`config.mk`:
```
export PLATFORM = sky130hd
export DESIGN_NAME = aprfp_parser
export DESIGN_NICKNAME = d
export VERILOG_FILES = /design/src/rtl/aprfp_pkg.sv /design/src/rtl/aprfp_param_mem.sv /design/src/rtl/aprfp_parser.sv
export SDC_FILE = /design/constraint.sdc
export NUM_CORES = 2
export LEC_CHECK = 0
export BUFFER_PORTS_ARGS = -buffer_cell sky130_fd_sc_hd__buf_2
export CAP_MARGIN = 20
export CORE_ASPECT_RATIO = 1.5
export CORE_UTILIZATION = 56
export CTS_BUF_LIST = sky130_fd_sc_hd__clkbuf_8 sky130_fd_sc_hd__clkbuf_16
export CTS_CLUSTER_DIAMETER = 40
export CTS_CLUSTER_SIZE = 16
export DETAILED_ROUTE_END_ITERATION = 6
export GPL_TIMING_DRIVEN = 0
export HOLD_SLACK_MARGIN = 0.15
export PLACE_DENSITY = 0.72
export SYNTH_ARGS = -nofsm -noshare
export SYNTH_HDL_FRONTEND = slang
export SYNTH_SLANG_ARGS = --single-unit
```
`constraint.sdc`:
```
create_clock -name ref_clk -period 3.7 [get_ports ref_clk]
set_input_delay 0.555 -clock ref_clk [delete_from_list [all_inputs] [get_ports ref_clk]]
set_output_delay 0.555 -clock ref_clk [all_outputs]
set_load 0.005 [all_outputs]
```
`src/rtl/aprfp_pkg.sv`:
```
// Purpose: Shared constants and types of the request frame parser.
// Assumes: One 20 MHz device clock; APB register access.
// Notes:   Frame offsets count from the start delimiter at offset 0.
package aprfp_pkg;

  ////////////////////////////////////////////////////////////////////////////
  localparam logic [7:0]  START_BYTE   = 8'h7e;
  localparam logic [7:0]  ESC_BYTE     = 8'h7d;
  localparam logic [7:0]  ESC_XOR      = 8'h20;
  localparam logic [7:0]  CSUM_GOOD    = 8'hff;
  localparam logic [7:0]  TYPE_IMM     = 8'h08;
  localparam logic [7:0]  TYPE_QUE     = 8'h09;
  localparam logic [7:0]  TYPE_TX      = 8'h00;
  localparam logic [7:0]  RESP_AT      = 8'h88;
  localparam logic [7:0]  RESP_TX      = 8'h89;
  localparam logic [15:0] APPLY_CMD    = 16'h4143;
  localparam logic [63:0] BCAST_ADDR   = 64'h0000_0000_0000_ffff;
  localparam int          OPT_NOACK    = 0;
  localparam int          OPT_PAN      = 2;

  localparam logic [16:0] OFS_TYPE     = 17'h0_0003;
  localparam logic [16:0] OFS_ID       = 17'h0_0004;
  localparam logic [16:0] OFS_CMD      = 17'h0_0005;
  localparam logic [16:0] OFS_VAL      = 17'h0_0007;
  localparam logic [16:0] OFS_DEST     = 17'h0_0005;
  localparam logic [16:0] OFS_OPT      = 17'h0_000d;
  localparam logic [16:0] LAST_BIAS    = 17'h0_0002;
  localparam logic [15:0] MIN_CMD_LEN  = 16'h0004;
  localparam logic [15:0] MIN_TX_LEN   = 16'h000b;
  localparam logic [7:0]  VAL_BYTES    = 8'h04;

  localparam int          PARAM_AW     = 4;
  localparam int          PARAM_DEPTH  = 16;
  localparam logic [4:0]  SWEEP_END    = 5'h10;

  localparam logic [7:0]  REG_CTRL     = 8'h00;
  localparam logic [7:0]  REG_STATUS   = 8'h04;
  localparam logic [7:0]  REG_ERRCNT   = 8'h08;
  localparam logic [7:0]  REG_FRMCNT   = 8'h0c;
  localparam logic [1:0]  CTRL_RST     = 2'h0;
  localparam int          CTRL_ESC     = 0;
  localparam int          CTRL_ALTFW   = 1;

  ////////////////////////////////////////////////////////////////////////////
  typedef struct packed {
    logic        psel;
    logic        penable;
    logic        pwrite;
    logic [7:0]  paddr;
    logic [31:0] pwdata;
  } aprfp_apb_req_t;

  typedef struct packed {
    logic [31:0] prdata;
    logic        pready;
    logic        pslverr;
  } aprfp_apb_rsp_t;

  typedef struct packed {
    logic        valid;
    logic [7:0]  rtype;
    logic [7:0]  id;
    logic        ok;
    logic [31:0] value;
  } aprfp_resp_t;

  typedef struct packed {
    logic        valid;
    logic [63:0] dest;
    logic        broadcast;
    logic        no_ack;
    logic        bcast_pan;
    logic [15:0] len;
  } aprfp_tx_t;

  // Parameter slot chosen from the two command characters.
  function automatic logic [PARAM_AW-1:0] aprfp_slot(input logic [15:0] c);
    return c[11:8] ^ c[3:0];
  endfunction

endpackage

```
`src/rtl/aprfp_param_mem.sv`:
```
// Purpose: Small parameter store, one write port, registered read data.
// Assumes: Same clock and clock enable as the parser.
// Notes:   Read data appear one enabled edge after the address.
`timescale 1ns/1ns
module aprfp_param_mem
  import aprfp_pkg::*;
(
  input  wire logic                ref_clk,
  input  wire logic                reset_n,
  input  wire logic                ce,
  input  wire logic                we,
  input  wire logic [PARAM_AW-1:0] waddr,
  input  wire logic [31:0]         wdata,
  input  wire logic [PARAM_AW-1:0] raddr,
  output logic      [31:0]         rdata
);

  typedef struct packed {
    logic [PARAM_DEPTH-1:0][31:0] mem;
    logic [31:0]                  rd;
  } aprfp_mem_state_t;

  aprfp_mem_state_t q;
  aprfp_mem_state_t next_q;

  always_comb begin
    next_q = q;
    next_q.rd = q.mem[raddr];
    if (we) begin
      next_q.mem[waddr] = wdata;
    end
  end

  always_ff @(posedge ref_clk or negedge reset_n) begin
    if (!reset_n) begin
      q <= '0;
    end else if (ce) begin
      q <= next_q;
    end
  end

  assign rdata = q.rd;

endmodule

```
`src/rtl/aprfp_parser.sv`:
```
// Purpose: Parses host request frames and decodes command and transmit.
// Assumes: rx bytes come from a receiver on ref_clk; APB register access.
// Notes:   Payload bytes are counted, not stored.
// Behaviour
// Queued set stores value as pending only.
// Immediate frame or apply command commits pending.
// No value means query; answer current value.
// Response copies request frame identifier.
// Identifier zero suppresses any response.
// Delimiter, then 16-bit length of body.
// Type at offset 3, identifier at 4.
// Command characters at 5, value from 7.
// Checksum is 0xFF minus body byte sum.
// Transmit: address at 5, options 13, payload.
// Broadcast address means broadcast, not unicast.
// Options: no-ack, reserved, broadcast network identifier.
// Host zeroes unused option bits.
// Host limits payload to reported maximum.
// Transmit request answered by status frame.
// Queued set response reports accept or reject.
// Immediate set applies now, commits pending.
// Escaped byte is 0x7D then byte^0x20.
// Delimiter 0x7E; discard bytes until seen.
// Bad checksum frame has no effects.
`timescale 1ns/1ns
module aprfp_parser
  import aprfp_pkg::*;
(
  input  wire logic           ref_clk,
  input  wire logic           reset_n,
  input  wire logic           ce,
  input  wire logic           rx_valid,
  input  wire logic [7:0]     rx_byte,
  output logic                rx_ready,
  input  wire aprfp_apb_req_t apb_req,
  output aprfp_apb_rsp_t      apb_rsp,
  output aprfp_resp_t         resp,
  output aprfp_tx_t           tx,
  output logic                params_applied
);

  ////////////////////////////////////////////////////////////////////////////
  typedef enum logic [2:0] {
    ST_IDLE, ST_LEN_HI, ST_LEN_LO, ST_BODY, ST_CSUM,
    ST_SWEEP, ST_QUERY, ST_QDATA
  } aprfp_fsm_t;

  typedef enum logic [0:0] {ACT_NONE, ACT_RESP} aprfp_tail_t;

  typedef struct packed {
    aprfp_fsm_t       st;
    logic             resp_due;
    logic             esc_pend;
    logic [15:0]      len;
    logic [16:0]      pos;
    logic [7:0]       sum;
    logic [7:0]       ftype;
    logic [7:0]       fid;
    logic [15:0]      cmd;
    logic [31:0]      val;
    logic [7:0]       vlen;
    logic [63:0]      dest;
    logic [7:0]       opt;
    logic [PARAM_DEPTH-1:0] pend;
    logic [4:0]       sweep;
    logic             do_query;
    logic             ok;
    logic [7:0]       rtype;
    logic [1:0]       ctrl;
    logic [15:0]      errcnt;
    logic [15:0]      frmcnt;
    logic             rx_ready;
    logic             applied;
    aprfp_apb_rsp_t   apb;
    aprfp_resp_t      resp;
    aprfp_tx_t        tx;
  } aprfp_state_t;

  aprfp_state_t        q;
  aprfp_state_t        next_q;
  logic                rx_take;
  logic [7:0]          data;
  logic                acc;
  logic                bad;
  logic [PARAM_AW-1:0] pidx;
  logic [PARAM_AW-1:0] sidx;
  logic                act_we;
  logic [PARAM_AW-1:0] act_waddr;
  logic [31:0]         act_wdata;
  logic [PARAM_AW-1:0] act_raddr;
  logic [31:0]         act_rdata;
  logic                pend_we;
  logic [31:0]         pend_rdata;
  logic                apb_acc;

  assign rx_take = rx_valid & q.rx_ready;
  assign pidx    = aprfp_slot(q.cmd);
  assign sidx    = PARAM_AW'(q.sweep - 5'h01);
  assign apb_acc = apb_req.psel & apb_req.penable & ~q.apb.pready;

  ////////////////////////////////////////////////////////////////////////////
  // Active values and staged values live in two separate stores so that a
  // staged change can never be seen by the query path before it commits.
  aprfp_param_mem u_active (
    .ref_clk (ref_clk),
    .reset_n (reset_n),
    .ce      (ce),
    .we      (act_we),
    .waddr   (act_waddr),
    .wdata   (act_wdata),
    .raddr   (act_raddr),
    .rdata   (act_rdata)
  );

  aprfp_param_mem u_pending (
    .ref_clk (ref_clk),
    .reset_n (reset_n),
    .ce      (ce),
    .we      (pend_we),
    .waddr   (pidx),
    .wdata   (q.val),
    .raddr   (q.sweep[PARAM_AW-1:0]),
    .rdata   (pend_rdata)
  );

  ////////////////////////////////////////////////////////////////////////////
  always_comb begin
    next_q = q;
    next_q.resp.valid = 1'b0;
    next_q.tx.valid = 1'b0;
    next_q.applied = 1'b0;
    act_we = 1'b0;
    act_waddr = pidx;
    act_wdata = q.val;
    act_raddr = pidx;
    pend_we = 1'b0;
    acc = 1'b0;
    bad = 1'b0;
    data = q.esc_pend ? (rx_byte ^ ESC_XOR) : rx_byte;
    if (rx_take) begin
      // In escaped mode a raw delimiter always restarts the frame.
      if (rx_byte == START_BYTE &&
          (q.st == ST_IDLE || q.ctrl[CTRL_ESC])) begin
        next_q.st = ST_LEN_HI;
        next_q.esc_pend = 1'b0;
        next_q.sum = 8'h00;
        next_q.vlen = 8'h00;
        next_q.val = 32'h0000_0000;
      end else if (q.ctrl[CTRL_ESC] && rx_byte == ESC_BYTE &&
                   !q.esc_pend && q.st != ST_IDLE) begin
        next_q.esc_pend = 1'b1;
      end else begin
        next_q.esc_pend = 1'b0;
        case (q.st)
          ST_LEN_HI: begin
            next_q.len[15:8] = data;
            next_q.st = ST_LEN_LO;
          end
          ST_LEN_LO: begin
            next_q.len[7:0] = data;
            next_q.pos = OFS_TYPE;
            next_q.st = ({q.len[15:8], data} == 16'h0000) ? ST_IDLE
                                                            : ST_BODY;
          end
          ST_BODY: begin
            next_q.sum = q.sum + data;
            next_q.pos = q.pos + 17'h0_0001;
            if (q.pos == OFS_TYPE) begin
              next_q.ftype = data;
            end
            if (q.pos == OFS_ID) begin
              next_q.fid = data;
            end
            if (q.pos == OFS_CMD) begin
              next_q.cmd[15:8] = data;
            end
            if (q.pos == OFS_CMD + 17'h0_0001) begin
              next_q.cmd[7:0] = data;
            end
            if (q.pos >= OFS_VAL) begin
              next_q.val = {q.val[23:0], data};
              if (q.vlen != 8'hff) begin
                next_q.vlen = q.vlen + 8'h01;
              end
            end
            if (q.pos >= OFS_DEST && q.pos < OFS_OPT) begin
              next_q.dest = {q.dest[55:0], data};
            end
            if (q.pos == OFS_OPT) begin
              next_q.opt = data;
            end
            if (q.pos == {1'b0, q.len} + LAST_BIAS) begin
              next_q.st = ST_CSUM;
            end
          end
          ST_CSUM: begin
            next_q.st = ST_IDLE;
            if (8'(q.sum + data) == CSUM_GOOD) begin
              acc = 1'b1;
            end else begin
              bad = 1'b1;
            end
          end
          default: begin
            next_q.st = ST_IDLE;
          end
        endcase
      end
    end

    if (bad) begin
      next_q.errcnt = q.errcnt + 16'h0001;
    end
    if (acc) begin
      next_q.frmcnt = q.frmcnt + 16'h0001;
      next_q.sweep = 5'h00;
      next_q.resp_due = (q.fid != 8'h00);
      case (q.ftype)
        TYPE_QUE, TYPE_IMM: begin
          if (q.len >= MIN_CMD_LEN) begin
            next_q.rtype = RESP_AT;
            next_q.do_query = (q.vlen == 8'h00) && (q.cmd != APPLY_CMD);
            next_q.ok = (q.vlen <= VAL_BYTES);
            if (q.vlen != 8'h00 && q.vlen <= VAL_BYTES &&
                q.cmd != APPLY_CMD) begin
              if (q.ftype == TYPE_QUE) begin
                pend_we = 1'b1;
                next_q.pend[pidx] = 1'b1;
              end else begin
                act_we = 1'b1;
                next_q.pend[pidx] = 1'b0;
              end
            end
            if (q.ftype == TYPE_IMM || q.cmd == APPLY_CMD) begin
              next_q.st = ST_SWEEP;
            end else if (q.vlen == 8'h00) begin
              next_q.st = ST_QUERY;
            end else begin
              next_q.st = ST_QDATA;
            end
          end
        end
        TYPE_TX: begin
          if (q.len >= MIN_TX_LEN) begin
            next_q.tx.valid = 1'b1;
            next_q.tx.dest = q.dest;
            next_q.tx.broadcast = (q.dest == BCAST_ADDR);
            next_q.tx.no_ack = q.opt[OPT_NOACK];
            next_q.tx.bcast_pan = q.opt[OPT_PAN] & q.ctrl[CTRL_ALTFW];
            next_q.tx.len = q.len - MIN_TX_LEN;
            next_q.rtype = RESP_TX;
            next_q.ok = 1'b1;
            next_q.do_query = 1'b0;
            next_q.st = ST_QDATA;
          end
        end
        default: begin
          next_q.resp_due = 1'b0;
        end
      endcase
    end

    case (q.st)
      ST_SWEEP: begin
        if (q.sweep != 5'h00 && q.pend[sidx]) begin
          act_we = 1'b1;
          act_waddr = sidx;
          act_wdata = pend_rdata;
          next_q.pend[sidx] = 1'b0;
        end
        if (q.sweep == SWEEP_END) begin
          next_q.applied = 1'b1;
          next_q.st = q.do_query ? ST_QUERY : ST_QDATA;
        end else begin
          next_q.sweep = q.sweep + 5'h01;
        end
      end
      ST_QUERY: begin
        next_q.do_query = 1'b1;
        next_q.st = ST_QDATA;
      end
      ST_QDATA: begin
        if (q.do_query) begin
          next_q.val = act_rdata;
        end
        next_q.do_query = 1'b0;
        next_q.st = q.do_query ? ST_QDATA : ST_IDLE;
        if (!q.do_query && q.resp_due) begin
          next_q.resp = {1'b1, q.rtype, q.fid, q.ok, q.val};
        end
      end
      default: begin
      end
    endcase

    next_q.rx_ready = (next_q.st <= ST_CSUM);

    // A write lands at the edge where the master sees pready, not earlier.
    if (apb_req.psel && apb_req.penable && q.apb.pready &&
        apb_req.pwrite && apb_req.paddr == REG_CTRL) begin
      next_q.ctrl = apb_req.pwdata[1:0];
    end
    next_q.apb.pready = apb_acc;
    next_q.apb.pslverr = 1'b0;
    next_q.apb.prdata = 32'h0000_0000;
    if (apb_acc) begin
      case (apb_req.paddr)
        REG_CTRL: begin
          next_q.apb.prdata = {30'h0000_0000, q.ctrl};
        end
        REG_STATUS: begin
          next_q.apb.prdata = {q.pend, 15'h0000, q.st != ST_IDLE};
        end
        REG_ERRCNT: begin
          next_q.apb.prdata = {16'h0000, q.errcnt};
        end
        REG_FRMCNT: begin
          next_q.apb.prdata = {16'h0000, q.frmcnt};
        end
        default: begin
          next_q.apb.pslverr = 1'b1;
        end
      endcase
    end
  end

  always_ff @(posedge ref_clk or negedge reset_n) begin
    if (!reset_n) begin
      q <= '0;
    end else if (ce) begin
      q <= next_q;
    end
  end

  assign rx_ready       = q.rx_ready;
  assign apb_rsp        = q.apb;
  assign resp           = q.resp;
  assign tx             = q.tx;
  assign params_applied = q.applied;
endmodule

```
== Yosys cells after proc, flatten, opt, wreduce, memory -nomap -nowiden ==
Index checks and enable logic that the tools add are counted.
Operators by class
  add/subtract/negate cells: 9
  $mul: 0
  divide/modulo/power cells: 0
  $lt $le $gt $ge: 14
  equality and inequality tests: 31
  shift-type cells: 0
  mux-type cells: 104
  bitwise operators: 14
  reduce and logical (&&, ||, !) cells: 61
Operators by type and width (count)
  512-bit bitwise mux: 2
  32-bit two-way mux: 9
  32-bit binary-select mux with 4-bit select: 2
  32-bit demux with 4-bit select: 2
  84-bit two-way mux: 3
  185-bit two-way mux: 1
  152-bit two-way mux: 1
  32-bit one-hot mux with 4 select lines: 1
  112-bit two-way mux: 1
  50-bit two-way mux: 2
  16-bit two-way mux: 5
  40-bit two-way mux: 2
  72-bit two-way mux: 1
  8-bit two-way mux: 9
  64-bit by 16-bit == test with 1-bit output, second input constant: 1
  64-bit two-way mux: 1
  17-bit by 3-bit == test with 1-bit output, second input constant: 3
  6-bit AND reduction: 7
  17-bit by 3-bit greater-or-equal comparator with 1-bit output, second input constant: 2
  1-bit two-way mux: 34
  17-bit one-hot mux with 2 select lines: 1
  16-bit by 1-bit adder with 16-bit output, second input constant: 2
  16-bit AND: 2
  8-bit by 4-bit == test with 1-bit output, second input constant: 4
  66 further kinds: 135
Word-level totals
  bits in registers: 1513
  bits in latches: 0
  memory bits (writable): 0
  memory bits (read-only): 0
  bits of input ports: 55
  output and inout bits: 170
  word-level logic and storage cells: 306
  memories: 0

== Depth between registers and ports, before layout ==
  depth in word-level cells: 15
  mapped depth: 16
  depth with buffers taken out: 10

== Modules after synthesis ==
Synthesis repeated with hierarchy kept, for this count alone.
Second synthesis, totals
  cells, all modules: 4904
  area total of the unflattened synthesis: 69113.8 sq um
By module, submodules not included
  aprfp_param_mem: instances 2, cells an instance 1506, area each 24170.7 sq um, seq. area each 13613.1 sq um
  aprfp_parser: instances 1, cells an instance 1892, area each 20772.4 sq um, seq. area each 10184.8 sq um

== Worst setup path after synthesis ==
No wires, ideal clock.
  path kind: register -> register
  start point: register q[215] (netlist name)
  end point: register u_active.q[193] (netlist name)
  setup time: 0.137 ns
  arrival: 3.946 ns
  required time: 3.563 ns
  slack: -0.383 ns
  cell stages (with the launch flop): 15
  path buffers: 6
  clock period less this slack: 4.083 ns
  path through: dfrtp_1 > clkbuf_1 > clkbuf_1 > clkbuf_1 > inv_1 > ha_1 > clkbuf_1 > mux4_2 > mux2_2 > o221ai_1 > nor2_2 > buf_2 > mux2i_1 > clkbuf_1 > a21oi_1
Between the ends
  cells in the longest elaborated chain, start to end: 11
  elaborated cells between the ends (all ways): 18
  classes of those cells: add/sub (1); order compare (2); mux (11); reduce/logical (4)
Ends and longest elaborated chain
  start, declared: line aprfp_parser.sv:79  | aprfp_state_t q;
  start signal, assigned: line aprfp_parser.sv:331  | q <= next_q;
  4-bit by 1-bit subtractor with 4-bit output: line aprfp_parser.sv:98  | assign sidx = PARAM_AW'(q.sweep - 5'h01);
  1-bit binary-select mux with 4-bit select: line aprfp_parser.sv:265  | if (q.sweep != 5'h00 && q.pend[sidx]) begin
  1-bit two-way mux (not written as such): line aprfp_parser.sv:265
  1-bit logical AND: line aprfp_parser.sv:265
  4-bit two-way mux: line aprfp_parser.sv:265
  4-bit two-way mux: line aprfp_parser.sv:263  | case (q.st)
  4-bit by 5-bit less-than comparator with 1-bit output (not written as such) / 4-bit by 1-bit greater-or-equal comparator with 1-bit output (equally long branches): line aprfp_param_mem.sv:30  | next_q.mem[waddr] = wdata;
  1-bit logical AND (not written as such): line aprfp_param_mem.sv:30
  32-bit two-way mux (not written as such): line aprfp_param_mem.sv:30
  32-bit demux with 4-bit select
  512-bit bitwise mux: line aprfp_param_mem.sv:30
  end signal, assigned: line aprfp_param_mem.sv:38  | q <= next_q;
  end, declared: line aprfp_param_mem.sv:23  | aprfp_mem_state_t q;
Parallel ways exist; a longest one is shown, timed or not. The select of a mux whose other input is x is not followed.
A chain may end at the register's enable or synchronous reset.

== Final worst setup path ==
  start point: register q[348] (netlist name)
  end point: register u_active.q, in the netlist u_active.rdata[18]
Between the ends
  cells in the longest elaborated chain, start to end: 3
Ends and longest elaborated chain
  4-bit XOR: line aprfp_pkg.sv:78  | return c[11:8] ^ c[3:0];
  32-bit binary-select mux with 4-bit select: line aprfp_param_mem.sv:28  | next_q.rd = q.mem[raddr];
  32-bit two-way mux (not written as such): line aprfp_param_mem.sv:28
No other way between the ends. The select of a mux whose other input is x is not followed.

==> out/metrics.sh <==
RUN_STATUS='finished, violations left'
FAILING_CHECKS='design-rule violations, negative setup slack'
ROUTED-VIA-COUNT=46400
ROUTED_WIRELENGTH_UM=191000
GP_ROUTABILITY_CONGESTION=0.942
FIN_WS_PS=-71.9
FILLERINSTANCES=8670
FP.DIEH_UM=427
NUM_IO_PINS=225
LAYOUT.CELLS.NON_FILLER=7527
ROWS=155
FULL_DIE_AREA_UM2=122000
SYNTH.TOP_CELL.AREA_SHARE=0.554
CLOCK_SINK_COUNT=1495
CTS_MADE_BUFFERS=144
SYNTH_ENABLE_FLOP_CELLS=0
POST-ROUTE-MIN-PERIOD_PS=3770
CTS-ROOT-TO-SINK-BUFFERS=3
AREA_GROWTH_PCT=16.6
REPORT.FINAL.HOLD_VIOL_COUNT=0
WORSTPATHMAXFANOUT=10
GRT_FIRST_PASS_WIRELENGTH_UM=288000
HOLD-WORST-SLACK_PS=238
DRT-PASS1-ITER-COUNT=7
LONGEST_INDIVIDUAL_STAGE_DELAY_ON_THE_WORST_PATH_PS=690
FINALNETCOUNT=5929
CRITICAL_PATH.ENDPOINT_TYPE='flop'
SYNTHDOMINANTAREACELLTYPE='dfrtp_1'
GR-USAGE-MET2=0.532
CELLLEAKAGEPOWER_nW=38.1
DRT_FIRST_ITER_VIOLATIONS=4251
MAX_SLEW.WORST_PIN.SLEW_PS=1170
GLOBAL_ROUTE.PEAK_USAGE_LAYER='met2'
CLK_PIN_SLEW_PS=70
NETLIST_INSTANCES=5358
CRITPATHLAUNCHTYPE='flop'
IRDROPWORSTVDD_V=0.000509
DP.CELLS=7146
USE_MET3=0.0532
MAX_FREQ_MHz=265
GRT_START_MAX_NET_PINS=181
FIN_UTIL=0.660
DRT_DRC_VIOLATIONS_LEFT=2
TRITONCTS='done'
SYNTH-WARNING-COUNT=0
DRT-WIRELENGTH-PER-CELL_UM=25.3
GRT_USE_TOTAL=0.314
CTS_MAX_LEVEL=4
WORST_PATH_MOST_REPEATED_CELL='mux4_2'
POWER-PER-CELL-AREA_nW_PER_UM2=572
FIRST_GLOBAL_VIAS=47200
SEQ_AREA_FRAC_SYNTH=0.554
COUNT_OF_BUFFERS_INSERTED_AT_THE_TOP_LEVEL_PORTS=188
DOMINANTREGCELLSYNTH='dfrtp_1'
CRIT_CHAIN='xor2_2 > clkbuf_2 > clkbuf_1 > mux4_2 > mux4_2 > mux2_2'
SLEW_HEADROOM=0.221
TIMING.SETUP.CRITICAL_PATH_CLASS='reg2reg'
TIMING.FINAL.CRIT_SHARE=1.02
SKEW_PS=30.0
POST_DETAILED_ROUTE_COUNT_OF_ANTENNA_VIOLATING_NETS=0
POST_SYNTH_MAIN_AREA_CONTRIBUTORS='dfrtp_1, mux2_2, mux4_2, a21oi_1, nor2_1'
HPWLAFTERDP_UM=133000
FINAL-SEQ-AREA_UM2=37400
HOLD_PATH.CLASS='in2reg'
NETLIST-CELL-TYPE-COUNT=80
DRIVE_ABOVE_1_SHARE=0.354
CRIT_REQUIRED_PS=4380
ASYNCSETRESETFLOPFRACSYNTH=1.00
ANTENNA_VIOLATIONS_BEFORE_REPAIR=3
SYNTH.AVG_CELL_AREA_UM2=12.6
FLOORPLAN.INITIALDENSITY=0.566
VIAS_PER_CELL=6.17
DIE_X_UM=286
YS_SEQ_ELEMENTS=1495
TIMING.CRITICAL_PATH.ARRIVAL_PS=4450
CLOCK-ROOT-BUFFER='clkbuf_16'
MAXCAPVIOLATIONS=0
GRT_SETUP_UNREPAIRED='true'
SETUP_VIOL=38
USE_MET1=0.383
CRIT_PATH_TOP_DELAY_CELL='clkbuf_1'
MULTI_INPUT_COMB_AREA_UM2=28000
POWER.TOTAL_mW=45.0
MAXSLEWVIOLCOUNT=0
POST_SYNTH_INSTANCE_AREA_UM2=67500
CLK_LATENCY_PS=790
GRT_REMAINING_OVERFLOW=0
FP.COREAREA_UM2=119000
==> per-stage QoR <==
stage	TNS, ps	setup WS (ps)	cell area (um^2)
2_1_floorplan	0	82.0	67700
3_3_place_gp	-	-30170	70600
3_5_place_dp	-1815710	-2190	71100
4_1_cts	0	4.94	78000
5_1_grt	-10600	-87.0	78700
6_report	-953	-71.9	78700
==> repair_timing <==
item,in CTS,in global routing
buffers inserted,74,49
cloned,0,2
hold endpoints to repair,143,0
endpoints found under the setup margin,1201,1265
gates resized for setup,295,91
pin swaps,28,19
hold buffers,8,0
==> cell type report <==
type / instances / area share
Antenna cell: 1 / 0.0000318
Buffer: 575 / 0.0452
Clock buffer: 157 / 0.0483
Clock inverter: 96 / 0.0139
Inverter: 39 / 0.00195
Multi-Input combinational cell: 3245 / 0.355
Sequential cell: 1495 / 0.475
Tap cell: 1570 / 0.0249
Timing Repair Buffer: 349 / 0.0355
==> worst max-delay path, delay by kind of cell (launching register included) <==
kind / cells / cell delay (ps)
muxes: 3 / 1280
DFF: 1 / 460
xor gates and xnor gates: 1 / 680
buffers and inverters: 2 / 1230
==> final timing paths <==
check,from,endpoint,slack [ps],cells after the start
max in group asynchronous,reset_n,u_pending.q[182],450,6
setup / recovery,q[348],u_active.rdata[18],-70,6
hold / removal,rx_byte[0],q[379],240,3
hold reg to reg,q[201],q[201],470,1
setup reg to reg,q[348],u_active.rdata[18],-70,6
min in group asynchronous,reset_n,tx[5],260,2
==> layer usage <==
metal  share of wire  wire (um)
met2            0.50      95600
met5               0          0
met1            0.37      70900
met4           0.066      12500
met3           0.061      11700
==> kinds of logic (layout without fill, tap and decap cells) <==
family                     after synthesis  in the layout  synth area share
DFF                                   1495           1495             0.554
muxes                                 1117           1117             0.239
adders and majority gates               25             25           0.00474
and+or+nand+nor                       1195           1195            0.0759
AOI/OAI and AO/OA                      816            816            0.0683
xor gates and xnor gates                87             87            0.0113
other                                    1              6         0.0000555
buffers and inverters                  622           1216            0.0461
==> flip-flops by register name, indices dropped and copies added (netlist names) <==
name and count:
u_active.q 512, u_pending.q 512, q 243, tx 84, resp 44, apb_rsp 34, u_active.rdata 32, u_pending.rdata 32
params_applied 1, rx_ready 1
==> report_power, final <==
group          switching, mW  internal (mW)  total [mW]
clock network           6.81           8.45        15.3
logic                   7.00           4.32        11.3
registers              0.873           17.6        18.4
total                   14.7           30.3        45.0
==> cell usage after synthesis (all sizes together), types with 3 or more instances <==
cell / n
dfrtp: 1495
mux2: 736
nor2: 593
a21oi: 570
nand2: 350
mux4: 325
buf: 306
clkbuf: 277
o21ai: 92
mux2i: 56
xnor2: 52
nand3: 49
nand4: 43
inv: 39
xor2: 35
a22oi: 33
nor3: 32
nor4: 32
ha: 24
a22o: 23
o2bb2ai: 17
nor2b: 15
and3: 14
a21o: 13
a31oi: 11
o31ai: 11
and2: 10
or3: 10
or4: 10
nor3b: 8
o22ai: 8
nand2b: 7
or2: 7
a211oi: 6
and4: 5
a221oi: 4
a2111oi: 3
a211o: 3
o2111ai: 3
o21a: 3
==> layout by cell type (no fill, tap or decap), types with 17 or more instances in the layout <==
cell type | Yosys | final
o2bb2ai_1 | 17 | 17
clkbuf_1 | 277 | 182
a22oi_1 | 33 | 33
nor2_1 | 591 | 583
buf_6 | 1 | 31
mux4_2 | 325 | 325
nand4_1 | 43 | 43
clkbuf_16 | 0 | 150
nor4_1 | 32 | 27
mux2i_1 | 56 | 24
mux2_2 | 687 | 686
ha_1 | 24 | 20
xnor2_1 | 52 | 49
dfrtp_1 | 1495 | 1494
inv_6 | 0 | 17
clkbuf_4 | 0 | 39
buf_12 | 0 | 27
nor3_1 | 31 | 27
clkbuf_2 | 0 | 53
mux2_1 | 49 | 49
xor2_1 | 35 | 31
nand3_1 | 49 | 44
a22o_1 | 23 | 23
inv_1 | 39 | 50
mux2i_4 | 0 | 31
buf_4 | 168 | 304
o21ai_0 | 88 | 87
a21oi_1 | 554 | 550
nand2_1 | 347 | 333
buf_2 | 113 | 229
Power figures use the tool's default switching activity.
